$ cat src/shared/pau_consts.svh
/*
 * Constants of the process alarm unit: register offsets, field positions,
 * reset values and timing counts.
 * Assumes inclusion by bare name from the package and the design files.
 */
`ifndef PAU_CONSTS_SVH
`define PAU_CONSTS_SVH


`define PAU_A_CTRL        8'h00
`define PAU_A_MV          8'h04
`define PAU_A_PB          8'h08
`define PAU_A_SOFT        8'h0C
`define PAU_A_RTX_LO      8'h10
`define PAU_A_RTX_HI      8'h14
`define PAU_A_STATUS      8'h18
`define PAU_A_OUTPCT      8'h1C
`define PAU_A_MAIN_SP     8'h20
`define PAU_A_PV          8'h24
`define PAU_A_ALM_BASE    8'h40
`define PAU_A_ALM_STRIDE  8'h10
`define PAU_A_ALM_FUNC    8'h00
`define PAU_A_ALM_THR     8'h04
`define PAU_A_ALM_T1      8'h08
`define PAU_A_ALM_T2      8'h0C

`define PAU_CTRL_AUTO     0
`define PAU_CTRL_RSP_EN   1
`define PAU_CTRL_SQRT     2
`define PAU_CTRL_RTX_SP   3
`define PAU_CTRL_BLK_LSB  4
`define PAU_CTRL_RESET    16'h0001

`define PAU_FULL_OUT      10'h3E8
`define PAU_CUR_ZERO      16'h0FA0
`define PAU_CUR_SPAN      16'h3E80
`define PAU_DAC_FULL      12'hFFF
`define PAU_SEC_NS        1000000000
`define PAU_CLK_NS        5
`define PAU_SEC_CYCLES    (`PAU_SEC_NS / `PAU_CLK_NS)
`define PAU_TIME_W        13
`define PAU_NUM_ALARMS    4

`endif

$ cat src/shared/pau_pkg.sv
/*
 * Types of the process alarm unit: alarm functions, timer states and carriers.
 * Assumes pau_consts.svh is on the include path.
 */
`include "pau_consts.svh"

package pau_pkg;

    typedef enum logic [2:0] {
        PAU_FN_OFF      = 3'h0,
        PAU_FN_SENSOR   = 3'h1,
        PAU_FN_EVENT    = 3'h2,
        PAU_FN_ABS_MIN  = 3'h3,
        PAU_FN_ABS_MAX  = 3'h4,
        PAU_FN_DEV_LOW  = 3'h5,
        PAU_FN_DEV_HIGH = 3'h6,
        PAU_FN_DEV_BAND = 3'h7
    } pau_func_e;

    typedef enum logic [2:0] {
        PAU_T_IDLE  = 3'h0,
        PAU_T_ON    = 3'h1,
        PAU_T_PULSE = 3'h2,
        PAU_T_GAP   = 3'h3,
        PAU_T_DELAY = 3'h4,
        PAU_T_DONE  = 3'h5
    } pau_tstate_e;

    typedef struct packed {
        logic remote_select;
        logic rtd_short;
        logic out_of_range;
        logic signal_lost;
    } pau_pins_s;

    typedef struct packed {
        logic       running;
        logic [5:0] segment;
    } pau_program_s;

endpackage

$ cat src/logic/pau_top.sv
/*
 * Process alarm unit: four alarms with timing and initial blocking, output
 * ownership, soft-start, on/off control, remote setpoint, square-root input
 * and retransmission scaling, with a small register port.
 * Assumes PV, setpoint, loop output and program state come from logic on
 * CLK_I; sensor flags and the remote-select contact come from pins.
 */
// The placing of the registers and the strobed register port were chosen for this implementation.
`timescale 1ns/1ps
`include "pau_consts.svh"

module pau_top #(
    parameter int SEC_CYCLES = `PAU_SEC_CYCLES
) (
    input  wire logic                 CLK_I,
    input  wire logic                 RESET_I,
    input  wire logic [7:0]           ADDR_I,
    input  wire logic [15:0]          WDATA_I,
    input  wire logic                 WR_I,
    input  wire logic                 RD_I,
    output logic      [15:0]          RDATA_O,
    input  wire pau_pkg::pau_pins_s   PINS_I,
    input  wire pau_pkg::pau_program_s PROGRAM_I,
    input  wire logic signed [15:0]   PV_I,
    input  wire logic [15:0]          CURRENT_I,
    input  wire logic signed [15:0]   REMOTE_SP_I,
    input  wire logic [9:0]           PID_I,
    output logic      [3:0]           ALARM_OUT_O,
    output logic      [3:0]           ALARM_LED_O,
    output logic      [9:0]           CTRL_OUT_O,
    output logic signed [15:0]        SETPOINT_O,
    output logic      [11:0]          RETX_O
);
    import pau_pkg::*;

    localparam int NA = `PAU_NUM_ALARMS;
    localparam int TW = `PAU_TIME_W;

    // =====================================================================
    // Registers written by software
    // =====================================================================
    logic [15:0]        ctrl_reg;
    logic [9:0]         mv_reg;
    logic [15:0]        pb_reg;
    logic [TW-1:0]      soft_reg;
    logic signed [15:0] rtx_lo_reg;
    logic signed [15:0] rtx_hi_reg;
    logic signed [15:0] main_sp_reg;
    pau_func_e          func_reg [NA];
    logic [5:0]         seg_reg  [NA];
    logic signed [15:0] thr_reg  [NA];
    logic [TW-1:0]      t1_reg   [NA];
    logic [TW-1:0]      t2_reg   [NA];

    always_ff @(posedge CLK_I) begin
        if (RESET_I) begin
            ctrl_reg    <= `PAU_CTRL_RESET;
            mv_reg      <= '0;
            pb_reg      <= '0;
            soft_reg    <= '0;
            rtx_lo_reg  <= '0;
            rtx_hi_reg  <= '0;
            main_sp_reg <= '0;
            for (int n = 0; n < NA; n++) begin
                func_reg[n] <= PAU_FN_OFF;
                seg_reg[n]  <= '0;
                thr_reg[n]  <= '0;
                t1_reg[n]   <= '0;
                t2_reg[n]   <= '0;
            end
        end else if (WR_I) begin
            case (ADDR_I)
                `PAU_A_CTRL:    ctrl_reg    <= WDATA_I;
                `PAU_A_MV:      mv_reg      <= WDATA_I[9:0];
                `PAU_A_PB:      pb_reg      <= WDATA_I;
                `PAU_A_SOFT:    soft_reg    <= WDATA_I[TW-1:0];
                `PAU_A_RTX_LO:  rtx_lo_reg  <= WDATA_I;
                `PAU_A_RTX_HI:  rtx_hi_reg  <= WDATA_I;
                `PAU_A_MAIN_SP: main_sp_reg <= WDATA_I;
                default: begin
                end
            endcase
            for (int n = 0; n < NA; n++) begin
                if (ADDR_I == 8'(`PAU_A_ALM_BASE + n * `PAU_A_ALM_STRIDE + `PAU_A_ALM_FUNC)) begin
                    func_reg[n] <= pau_func_e'(WDATA_I[2:0]);
                    seg_reg[n]  <= WDATA_I[13:8];
                end
                if (ADDR_I == 8'(`PAU_A_ALM_BASE + n * `PAU_A_ALM_STRIDE + `PAU_A_ALM_THR)) begin
                    thr_reg[n] <= WDATA_I;
                end
                if (ADDR_I == 8'(`PAU_A_ALM_BASE + n * `PAU_A_ALM_STRIDE + `PAU_A_ALM_T1)) begin
                    t1_reg[n] <= WDATA_I[TW-1:0];
                end
                if (ADDR_I == 8'(`PAU_A_ALM_BASE + n * `PAU_A_ALM_STRIDE + `PAU_A_ALM_T2)) begin
                    t2_reg[n] <= WDATA_I[TW-1:0];
                end
            end
        end
    end

    // =====================================================================
    // Pin synchroniser: a change is taken once stages two and three agree
    // =====================================================================
    logic [3:0] pin_s1_reg;
    logic [3:0] pin_s2_reg;
    logic [3:0] pin_s3_reg;
    pau_pins_s  pins_reg;

    always_ff @(posedge CLK_I) begin
        if (RESET_I) begin
            pin_s1_reg <= '0;
            pin_s2_reg <= '0;
            pin_s3_reg <= '0;
            pins_reg   <= '0;
        end else begin
            pin_s1_reg <= PINS_I;
            pin_s2_reg <= pin_s1_reg;
            pin_s3_reg <= pin_s2_reg;
            pins_reg   <= (pin_s2_reg & pin_s3_reg) | (pins_reg & (pin_s2_reg | pin_s3_reg));
        end
    end

    // =====================================================================
    // One-second time base
    // =====================================================================
    logic [31:0] sec_cnt_reg;
    logic        sec_tick;

    assign sec_tick = (sec_cnt_reg == 32'(SEC_CYCLES - 1));

    always_ff @(posedge CLK_I) begin
        if (RESET_I || sec_tick) begin
            sec_cnt_reg <= '0;
        end else begin
            sec_cnt_reg <= sec_cnt_reg + 32'h1;
        end
    end

    // =====================================================================
    // Square root of the normalised loop current, one bit per cycle
    // =====================================================================
    logic [27:0] rad_reg;
    logic [13:0] root_reg;
    logic [13:0] sqrt_reg;
    logic [3:0]  sq_idx_reg;
    logic [15:0] cur_norm;
    logic [13:0] root_try;

    // Below 4 mA reads as zero and above 20 mA as full scale.
    assign cur_norm = (CURRENT_I <= `PAU_CUR_ZERO) ? 16'h0000 :
                      (CURRENT_I >= `PAU_CUR_ZERO + `PAU_CUR_SPAN) ? `PAU_CUR_SPAN :
                      16'(CURRENT_I - `PAU_CUR_ZERO);
    assign root_try = root_reg | (14'h0001 << sq_idx_reg);

    always_ff @(posedge CLK_I) begin
        if (RESET_I) begin
            rad_reg    <= '0;
            root_reg   <= '0;
            sqrt_reg   <= '0;
            sq_idx_reg <= 4'hD;
        end else if (sq_idx_reg == 4'hF) begin
            sqrt_reg   <= root_reg;
            root_reg   <= '0;
            rad_reg    <= 28'(cur_norm * `PAU_CUR_SPAN);
            sq_idx_reg <= 4'hD;
        end else begin
            if (28'(root_try * root_try) <= rad_reg) begin
                root_reg <= root_try;
            end
            sq_idx_reg <= sq_idx_reg - 4'h1;
        end
    end

    logic signed [15:0] pv;
    assign pv = ctrl_reg[`PAU_CTRL_SQRT] ? $signed({2'b00, sqrt_reg}) : PV_I;

    // =====================================================================
    // Setpoint source
    // =====================================================================
    logic signed [15:0] sp;
    assign sp = (pins_reg.remote_select || ctrl_reg[`PAU_CTRL_RSP_EN]) ?
                REMOTE_SP_I : main_sp_reg;

    always_ff @(posedge CLK_I) begin
        if (RESET_I) begin
            SETPOINT_O <= '0;
        end else begin
            SETPOINT_O <= sp;
        end
    end

    // =====================================================================
    // Alarms
    // =====================================================================
    logic [NA-1:0] led;
    logic [NA-1:0] aout;

    for (genvar g = 0; g < NA; g++) begin : g_alarm
        logic signed [17:0] lo_b;
        logic signed [17:0] hi_b;
        logic signed [17:0] pv_x;
        logic               cond;
        logic               blocked_reg;
        logic               rec;
        pau_tstate_e        st_reg;
        logic [TW-1:0]      cnt_reg;
        logic               last;

        assign pv_x = 18'(pv);
        assign lo_b = 18'(sp) - 18'(thr_reg[g]);
        assign hi_b = 18'(sp) + 18'(thr_reg[g]);

        always_comb begin
            case (func_reg[g])
                PAU_FN_SENSOR:   cond = pins_reg.signal_lost || pins_reg.out_of_range ||
                                        pins_reg.rtd_short;
                PAU_FN_EVENT:    cond = PROGRAM_I.running &&
                                        PROGRAM_I.segment == seg_reg[g];
                PAU_FN_ABS_MIN:  cond = pv < thr_reg[g];
                PAU_FN_ABS_MAX:  cond = pv > thr_reg[g];
                PAU_FN_DEV_LOW:  cond = pv_x < lo_b;
                PAU_FN_DEV_HIGH: cond = pv_x > hi_b;
                PAU_FN_DEV_BAND: cond = thr_reg[g][15] ?
                                        (pv_x >= hi_b && pv_x <= lo_b) :
                                        (pv_x < lo_b || pv_x > hi_b);
                default:         cond = 1'b0;
            endcase
        end

        // The block flag is set by power-up and dropped by the first clear
        // condition of a configured function, so apart from the sensor function only a later recurrence is
        // recognised; a function still off after reset must not drop it.
        always_ff @(posedge CLK_I) begin
            if (RESET_I) begin
                blocked_reg <= 1'b1;
            end else if (!cond && func_reg[g] != PAU_FN_OFF) begin
                blocked_reg <= 1'b0;
            end
        end

        assign rec = cond && !(ctrl_reg[`PAU_CTRL_BLK_LSB + g] && blocked_reg &&
                               func_reg[g] != PAU_FN_SENSOR);
        assign last = sec_tick && cnt_reg <= 13'h0001;

        always_ff @(posedge CLK_I) begin
            if (RESET_I || !rec) begin
                st_reg  <= PAU_T_IDLE;
                cnt_reg <= '0;
            end else begin
                if (sec_tick && cnt_reg != '0) begin
                    cnt_reg <= cnt_reg - 13'h1;
                end
                case (st_reg)
                    PAU_T_IDLE: begin
                        if (t1_reg[g] != '0) begin
                            st_reg  <= PAU_T_PULSE;
                            cnt_reg <= t1_reg[g];
                        end else if (t2_reg[g] != '0) begin
                            st_reg  <= PAU_T_DELAY;
                            cnt_reg <= t2_reg[g];
                        end else begin
                            st_reg <= PAU_T_ON;
                        end
                    end
                    PAU_T_PULSE: begin
                        if (last) begin
                            st_reg  <= (t2_reg[g] == '0) ? PAU_T_DONE : PAU_T_GAP;
                            cnt_reg <= t2_reg[g];
                        end
                    end
                    PAU_T_GAP: begin
                        if (last) begin
                            st_reg  <= PAU_T_PULSE;
                            cnt_reg <= t1_reg[g];
                        end
                    end
                    PAU_T_DELAY: begin
                        if (last) begin
                            st_reg <= PAU_T_ON;
                        end
                    end
                    PAU_T_ON: begin
                    end
                    PAU_T_DONE: begin
                    end
                    default: begin
                        st_reg <= PAU_T_IDLE;
                    end
                endcase
            end
        end

        assign led[g]  = rec;
        assign aout[g] = rec && (st_reg == PAU_T_ON || st_reg == PAU_T_PULSE);
    end

    always_ff @(posedge CLK_I) begin
        if (RESET_I) begin
            ALARM_OUT_O <= '0;
            ALARM_LED_O <= '0;
        end else begin
            ALARM_OUT_O <= aout;
            ALARM_LED_O <= led;
        end
    end

    // =====================================================================
    // Control output: ownership, on/off and soft-start ramp
    // =====================================================================
    logic [TW-1:0] elapsed_reg;
    logic [9:0]    lim_reg;
    logic [9:0]    demand;
    logic [9:0]    limited;

    always_ff @(posedge CLK_I) begin
        if (RESET_I) begin
            elapsed_reg <= '0;
        end else if (sec_tick && elapsed_reg != {TW{1'b1}}) begin
            elapsed_reg <= elapsed_reg + 13'h1;
        end
    end

    // The ramp climbs one step per cycle while step times the soft-start
    // time stays within elapsed seconds at full scale, avoiding a divider.
    always_ff @(posedge CLK_I) begin
        if (RESET_I) begin
            lim_reg <= '0;
        end else if (lim_reg < `PAU_FULL_OUT &&
                     24'(24'(lim_reg + 10'h1) * soft_reg) <=
                     24'(elapsed_reg * `PAU_FULL_OUT)) begin
            lim_reg <= lim_reg + 10'h1;
        end
    end

    always_comb begin
        if (!ctrl_reg[`PAU_CTRL_AUTO]) begin
            demand = mv_reg;
        end else if (pb_reg == '0) begin
            demand = (pv < sp) ? `PAU_FULL_OUT : 10'h000;
        end else begin
            demand = PID_I;
        end
        if (soft_reg == '0 || demand <= lim_reg) begin
            limited = demand;
        end else begin
            limited = lim_reg;
        end
    end

    always_ff @(posedge CLK_I) begin
        if (RESET_I) begin
            CTRL_OUT_O <= '0;
        end else begin
            CTRL_OUT_O <= limited;
        end
    end

    // =====================================================================
    // Retransmission: linear scaling to a 12-bit code, one bit per cycle
    // =====================================================================
    logic signed [16:0] rtx_x;
    logic signed [16:0] rtx_span;
    logic [27:0]        num_reg;
    logic [15:0]        den_reg;
    logic [11:0]        q_reg;
    logic [3:0]         dv_idx_reg;
    logic [11:0]        q_try;
    logic [15:0]        rtx_off;

    assign rtx_x    = 17'(ctrl_reg[`PAU_CTRL_RTX_SP] ? sp : pv) - 17'(rtx_lo_reg);
    assign rtx_span = 17'(rtx_hi_reg) - 17'(rtx_lo_reg);
    assign rtx_off  = (rtx_x < 0) ? 16'h0000 : (rtx_x > rtx_span) ? rtx_span[15:0] : rtx_x[15:0];
    assign q_try    = q_reg | (12'h001 << dv_idx_reg);

    always_ff @(posedge CLK_I) begin
        if (RESET_I) begin
            num_reg    <= '0;
            den_reg    <= '0;
            q_reg      <= '0;
            dv_idx_reg <= 4'hB;
            RETX_O     <= '0;
        end else if (dv_idx_reg == 4'hF) begin
            RETX_O     <= (den_reg == '0) ? 12'h000 : q_reg;
            q_reg      <= '0;
            num_reg    <= 28'(rtx_off * `PAU_DAC_FULL);
            den_reg    <= (rtx_span <= 0) ? 16'h0000 : rtx_span[15:0];
            dv_idx_reg <= 4'hB;
        end else begin
            if (28'(q_try * den_reg) <= num_reg) begin
                q_reg <= q_try;
            end
            dv_idx_reg <= dv_idx_reg - 4'h1;
        end
    end

    // =====================================================================
    // Read port
    // =====================================================================
    logic [15:0] rd_mux;

    always_comb begin
        rd_mux = 16'h0000;
        case (ADDR_I)
            `PAU_A_CTRL:    rd_mux = ctrl_reg;
            `PAU_A_MV:      rd_mux = {6'h00, mv_reg};
            `PAU_A_PB:      rd_mux = pb_reg;
            `PAU_A_SOFT:    rd_mux = {3'h0, soft_reg};
            `PAU_A_RTX_LO:  rd_mux = rtx_lo_reg;
            `PAU_A_RTX_HI:  rd_mux = rtx_hi_reg;
            `PAU_A_STATUS:  rd_mux = {8'h00, ALARM_OUT_O, ALARM_LED_O};
            `PAU_A_OUTPCT:  rd_mux = {6'h00, CTRL_OUT_O};
            `PAU_A_MAIN_SP: rd_mux = main_sp_reg;
            `PAU_A_PV:      rd_mux = pv;
            default: begin
                for (int n = 0; n < NA; n++) begin
                    if (ADDR_I == 8'(`PAU_A_ALM_BASE + n * `PAU_A_ALM_STRIDE)) begin
                        rd_mux = {2'h0, seg_reg[n], 5'h00, func_reg[n]};
                    end
                    if (ADDR_I == 8'(`PAU_A_ALM_BASE + n * `PAU_A_ALM_STRIDE + `PAU_A_ALM_THR)) begin
                        rd_mux = thr_reg[n];
                    end
                    if (ADDR_I == 8'(`PAU_A_ALM_BASE + n * `PAU_A_ALM_STRIDE + `PAU_A_ALM_T1)) begin
                        rd_mux = {3'h0, t1_reg[n]};
                    end
                    if (ADDR_I == 8'(`PAU_A_ALM_BASE + n * `PAU_A_ALM_STRIDE + `PAU_A_ALM_T2)) begin
                        rd_mux = {3'h0, t2_reg[n]};
                    end
                end
            end
        endcase
    end

    // Read data stand only in the cycle after the strobe.
    always_ff @(posedge CLK_I) begin
        if (RESET_I || !RD_I) begin
            RDATA_O <= '0;
        end else begin
            RDATA_O <= rd_mux;
        end
    end

endmodule

$ cat config.mk
export PLATFORM = sky130hd
export DESIGN_NAME = pau_top
export DESIGN_NICKNAME = d
export VERILOG_FILES = /design/src/shared/pau_pkg.sv /design/src/logic/pau_top.sv
export VERILOG_INCLUDE_DIRS = /design/src /design/src/shared
export SDC_FILE = /design/constraint.sdc
export NUM_CORES = 2
export LEC_CHECK = 0
export CORE_MARGIN = 2
export CORE_UTILIZATION = 25
export DETAILED_ROUTE_END_ITERATION = 10
export DONT_BUFFER_PORTS = 1
export GPL_TIMING_DRIVEN = 0
export PLACE_DENSITY = 0.35
export SYNTH_ARGS = -nofsm -noshare
export SYNTH_HDL_FRONTEND = slang
export SYNTH_SLANG_ARGS = --single-unit
$ cat constraint.sdc
create_clock -name CLK_I -period 16.5 [get_ports CLK_I]
set_clock_uncertainty 0.2 [all_clocks]
set_input_delay 2.475 -clock CLK_I [delete_from_list [all_inputs] [get_ports CLK_I]]
set_output_delay 2.475 -clock CLK_I [all_outputs]
set_load 0.05 [all_outputs]
# Word level (Yosys, flattened, before mapping)

Memories as Yosys holds them, arrays and structs flattened.
Cells that the tools add are included.
Widths: inputs -> output; s select.

Bits in writable memories: 204
Input port bits: 97
Register bits: 417
Memories kept: 5

Memory list:

| memory   | words | width | read ports | clocked after Yosys merged registers in | write ports | RTL line      | text |
|---|---|---|---|---|---|---|---|
| thr_reg  | 4     | 16    | 4          | 0                                       | 4           | pau_top.sv:51 | `logic signed [15:0] thr_reg [NA];` |
| t1_reg   | 4     | 13    | 4          | 0                                       | 4           | pau_top.sv:52 | `logic [TW-1:0] t1_reg [NA];` |
| t2_reg   | 4     | 13    | 4          | 0                                       | 4           | pau_top.sv:53 | `logic [TW-1:0] t2_reg [NA];` |
| seg_reg  | 4     | 6     | 4          | 0                                       | 4           | pau_top.sv:50 | `logic [5:0] seg_reg [NA];` |
| func_reg | 4     | 3     | 4          | 0                                       | 4           | pau_top.sv:49 | `pau_func_e func_reg [NA];` |

Order comparisons: 39
Shift-type cells: 2
Reduce and logical (&&, ||, !) cells: 114
Equal/unequal tests: 97
Bitwise operators: 30
Multipliers: 6
Muxes and demuxes: 176
$add $sub $neg: 21

Operators by type and width:

| kind                  | number |
|---|---|
| $mux 16               | 26 |
| $mux 13               | 28 |
| $pmux 16 s10          | 1 |
| $pmux 13 s3           | 4 |
| $reduce_bool 13->1    | 12 |
| $eq 8x7->1 const B    | 16 |
| $sub 16x16->17        | 5 |
| $mux 3                | 28 |
| $lt 16x16->1          | 5 |
| $eq 3x3->1 const B    | 24 |
| $mux 1                | 70 |
| $add 16x16->17        | 4 |
| $ge 16x17->1          | 4 |
| $gt 16x17->1          | 4 |
| $le 16x17->1          | 4 |
| $lt 16x17->1          | 4 |
| $logic_not 13->1      | 5 |
| $gt 16x16->1          | 4 |
| $pmux 3 s5            | 4 |
| $le 28x28->1          | 2 |
| $le 13x1->1 const B   | 4 |
| $sub 13x1->13 const B | 4 |
| $eq 3x2->1 const B    | 16 |
| $mux 10               | 4 |
| other kinds (55)      | 203 |

# Depth between registers and ports, before layout

Depth after elaboration: 18
Depth in mapped cells: 50
Depth with buffers taken out: 48

# Worst setup path before layout

Ideal clock, no wire load.

Path type: in2reg
Start point: input port PV_I[0]
End point: register num_reg[27]
Stages on the path: 44
Path slack: 4.303 ns
Data required time: 16.172 ns
Path buffers: 4
Arrival time: 11.869 ns
Cells stage by stage: mux2i_1 -> mux2_2 -> ha_1 -> fa_1 -> nor2b_1 -> o21ai_0 -> a21boi_0 -> o211ai_1 -> a31oi_1 -> o21ai_0 -> nand2b_1 -> a211oi_1 -> mux2i_1 -> inv_1 -> buf_1 -> ha_1 -> nand4_1 -> nor3_1 -> [... 8 more ...] -> inv_1 -> fa_1 -> fa_1 -> fa_1 -> inv_1 -> fa_1 -> inv_1 -> ha_1 -> or3_1 -> a311oi_1 -> o21ai_0 -> a21oi_1 -> o21ai_0 -> a21o_1 -> a21o_1 -> a21oi_1 -> xnor2_1 -> o21ai_0

Word-level cells in the longest chain between the ends: 7
Elaborated cells between the ends (all ways): 8
Classes of those cells: add/sub: 1; mul: 1; order compare: 2; mux: 4

RTL lines:

| element                    | RTL line       | text |
|---|---|---|
| start, declared            | pau_top.sv:24  | `input wire logic signed [15:0] PV_I,` |
| $mux 16 *                  | pau_top.sv:175 | `` assign pv = ctrl_reg[`PAU_CTRL_SQRT] ? $signed({2'b00, sqrt_reg}) : PV_I; `` |
| $mux 17 *                  | pau_top.sv:370 | `` assign rtx_x = 17'(ctrl_reg[`PAU_CTRL_RTX_SP] ? sp : pv) - 17'(rtx_lo_reg); `` |
| $sub 17x16->17 *           | pau_top.sv:370 |  |
| $gt 17x17->1               | pau_top.sv:372 | `assign rtx_off = (rtx_x < 0) ? 16'h0000 : (rtx_x > rtx_span) ? rtx_span[15:0] : rtx_x[15:0];` |
| $mux 16                    | pau_top.sv:372 |  |
| $mux 16 *                  | pau_top.sv:372 |  |
| $mul 16x12->28 (no line) * | n/a            |  |
| end signal, assigned       | pau_top.sv:385 | `` num_reg <= 28'(rtx_off * `PAU_DAC_FULL); `` |
| end, declared              | pau_top.sv:363 | `logic [27:0] num_reg;` |

Mark *: on every way between the ends. The rest lies on a longest branch, timed or not.
A chain may end at the register's enable or synchronous reset.

# Worst setup path in the final report

Start point: input port REMOTE_SP_I[0]
End point: register num_reg[26]

Word-level cells in the longest chain between the ends: 7
Elaborated cells between the ends (all ways): 8
Classes of those cells: add/sub: 1; mul: 1; order compare: 2; mux: 4

RTL lines:

| element                    | RTL line       | text |
|---|---|---|
| start, declared            | pau_top.sv:26  | `input wire logic signed [15:0] REMOTE_SP_I,` |
| $mux 16 *                  | pau_top.sv:181 | `` assign sp = (pins_reg.remote_select \|\| ctrl_reg[`PAU_CTRL_RSP_EN]) ? `` |
| $mux 17 *                  | pau_top.sv:370 |  |
| $sub 17x16->17 *           | pau_top.sv:370 |  |
| $gt 17x17->1               | pau_top.sv:372 |  |
| $mux 16                    | pau_top.sv:372 |  |
| $mux 16 *                  | pau_top.sv:372 |  |
| $mul 16x12->28 (no line) * | n/a            |  |

Marked as above.

==> impl_metrics.py <==
metrics = {
    "sta": {
        "worst_pin_slew_ns": 1.48,
        "rsz0062_at_grt": "false",
        "slew_headroom": 0.0139,
        "fin_crit_sh": 0.855,
        "report.final.slew_viol_count": 0,
        "hold_viol": 0,
        "clock.fmax_mhz": 70.9,
        "finalSetupViolations": 0,
        "fin_crit_ns": 14.10,
        "finalSetupTns_ns": 0,
    },
    "route": {
        "ant_nets": 0,
        "first_pass_iters": 8,
        "m1WireLength_um": 131000,
        "drt-initial-drc-count": 4681,
        "highest_layer": "met5",
        "viasPerCell": 4.93,
        "vias": 57300,
        "wl_met2_um": 127000,
        "wl_per_cell_um": 24.2,
        "drt-total-wl_um": 282000,
        "wl_met3_um": 12900,
        "drc_errors": 0,
    },
    "logic_synthesis": {
        "ys_ff_latch": 621,
        "synth_top_cell_by_area": "fa_1",
        "synth_top_cell_area_share": 0.165,
        "synthTopCellsByCount": "inv_1 (930), ha_1 (857), nand2_1 (825), fa_1 (557), nor2_1 (541)",
        "syn_inst": 7855,
        "netlist_top_cells_area": "fa_1 (16%), ha_1 (16%), dfxtp_1 (12%)",
        "ys_types": 95,
        "yosysMostFrequentCell": "inv_1",
        "syn-cell-area_mm2": 0.0677,
        "yosysWarnings": 0,
        "syn_area_per_cell_um2": 8.62,
        "async_reset_ff_frac": 0,
        "synth-edff-count": 204,
        "seq_area_frac_synth": 0.214,
        "ys.flop_type": "dfxtp_1",
    },
    "final_layout": {
        "instances_no_fill": 11600,
        "num-nets-final": 9462,
        "fillCellCount": 29000,
        "largest_register_ffs": 64,
        "register_area_mm2": 0.0145,
        "drive_gt1_frac": 0.0302,
        "fin_area_mm2": 0.0753,
        "area_growth_pct": 11.1,
        "multi_input_area_mm2": 0.0486,
    },
    "clocking": {
        "clkTransAtPathRegs_ns": 0.06,
        "cts_resized": 0,
        "clock-root-buffer": "clkbuf_16",
        "htreeDepth": 3,
        "numCtsBuffers": 83,
        "clk_latency_ns": 0.75,
        "post_cts_buffers": 0,
        "clock_sinks": 621,
        "cts_tree": "yes",
        "ctsHoldBuffers": 0,
        "cts_max_path_buffers": 3,
    },
    "floorplan": {
        "die_x_um": 524,
        "die_h_um": 524,
        "rows": 191,
        "start_util": 0.251,
        "die_area_mm2": 0.275,
        "core_mm2": 0.270,
        "io_pins": 159,
    },
    "job": {
        "cap_violations": 0,
    },
    "critical_path": {
        "end_kind": "flip-flop",
        "worstSetupPathType": "primary input to flip-flop",
        "cp.required_ns": 16.86,
        "critPathMaxFanout": 10,
        "cp_data_arrival_time_ns": 14.47,
        "rrSetupSlack_ns": 2.73,
        "cp_slowest_cell": "a211oi_1",
        "cpPeakStageDelay_ns": 0.82,
        "start_kind": "primary input",
    },
    "global_route": {
        "grt_pass1_vias": 57800,
        "antenna_found_initial": 64,
        "grt_max_degree": 20,
        "grtUsageTotal": 0.201,
        "grt_overflow": 0,
        "grt_pass1_wl_um": 410000,
    },
    "power": {
        "vdd_ir_drop_max_uv": 87.8,
        "p_per_area_mw_per_mm2": 79.6,
        "p_leak_nw": 34.1,
    },
    "placement": {
        "gp_congestion": 0.925,
        "numPortBuffers": 0,
        "placed_cell_area_mm2": 0.0724,
        "dp.cells": 11400,
        "hpwl_um": 232000,
    },
    "min_path": {
        "worstHoldPathType": "flip-flop to flip-flop",
    },
    "run_status": {
        "status": "finished clean",
    },
}
-- per-stage QoR --
stage | hold WS (ns) | utilization | power, W | setup WS, ns
floorplan | 0.203 | - | 0.00335 | 4.30
global route | 0.259 | 0.279 | 0.00642 | 1.53
finish | 0.228 | 0.279 | 0.00599 | 2.40
CTS | 0.239 | 0.278 | 0.00608 | 2.40
detailed placement | 0.226 | 0.268 | 0.00413 | 1.71
global placement | 0.221 | 0.267 | 0.00414 | 0.402
-- kinds of logic (layout without fill, tap and decap cells) --
family,Yosys count,in the layout,share of synthesized area
and+or+nand+nor,2494,2494,0.179
other,1,30,0.0000554
muxes,72,72,0.0110
DFF,621,621,0.214
buffers and inverters,1260,1419,0.0700
AOI/OAI and AO/OA,1612,1612,0.154
adders and majority gates,1414,1414,0.323
xor gates and xnor gates,381,381,0.0493
-- critical path, delay by kind of cell --
family                   cells  cell delay (ns)
multiplexers                 3             1.36
buffers and inverters        9             1.78
AND/OR/NAND/NOR              7             1.09
AO/OA/AOI/OAI               15             4.02
XOR/XNOR                     1             0.15
adder cells (fa/ha/maj)      9             3.52
-- worst paths after layout --
path,cells after the start,end,from
setup reg to reg,45,num_reg[26],ctrl_reg[2]
hold reg to reg,1,pin_s2_reg[3],pin_s1_reg[3]
hold / removal,1,pin_s2_reg[3],pin_s1_reg[3]
setup / recovery,44,num_reg[26],REMOTE_SP_I[0]
-- power breakdown --
part           internal (W)  switching [W]  total [W]
clock network       0.00111       0.000803    0.00192
logic              0.000859        0.00146    0.00231
registers           0.00165       0.000110    0.00176
total               0.00362        0.00237    0.00599
-- metal layers --
layer  GRT usage  vias up
met4      0.0744       24
met1       0.276    28400
met5           0        -
met3      0.0270      351
met2       0.320     1311
li1            -    27200
-- cell type report --
cell class | instances | area share
multi-input combinational | 5979 | 0.645
clock buffer | 107 | 0.0303
sequential | 621 | 0.192
antenna | 24 | 0.000798
inverter | 935 | 0.0466
clock inverter | 46 | 0.00755
buffer | 325 | 0.0164
tap | 3570 | 0.0593
timing repair buffer | 6 | 0.00135
-- layout by cell type, fill, tap and decap left out, types with 80 or more instances in the layout --
cell type  netlist  routed
a21o_1         130     130
a21oi_1        504     504
and2_1         157     157
and3_1         246     246
clkbuf_1       310     321
clkbuf_16        0      83
dfxtp_1        417     417
edfxtp_1       204     204
fa_1           557     557
ha_1           857     857
inv_1          930     930
nand2_1        825     825
nand2b_1        80      80
nand3_1        123     123
nor2_1         541     541
nor2b_1        108     106
nor3_1         138     136
o21a_1          93      93
o21ai_0        313     313
xnor2_1        265     265
xor2_1         116     116
No activity file was read; power rests on OpenSTA's default activity.
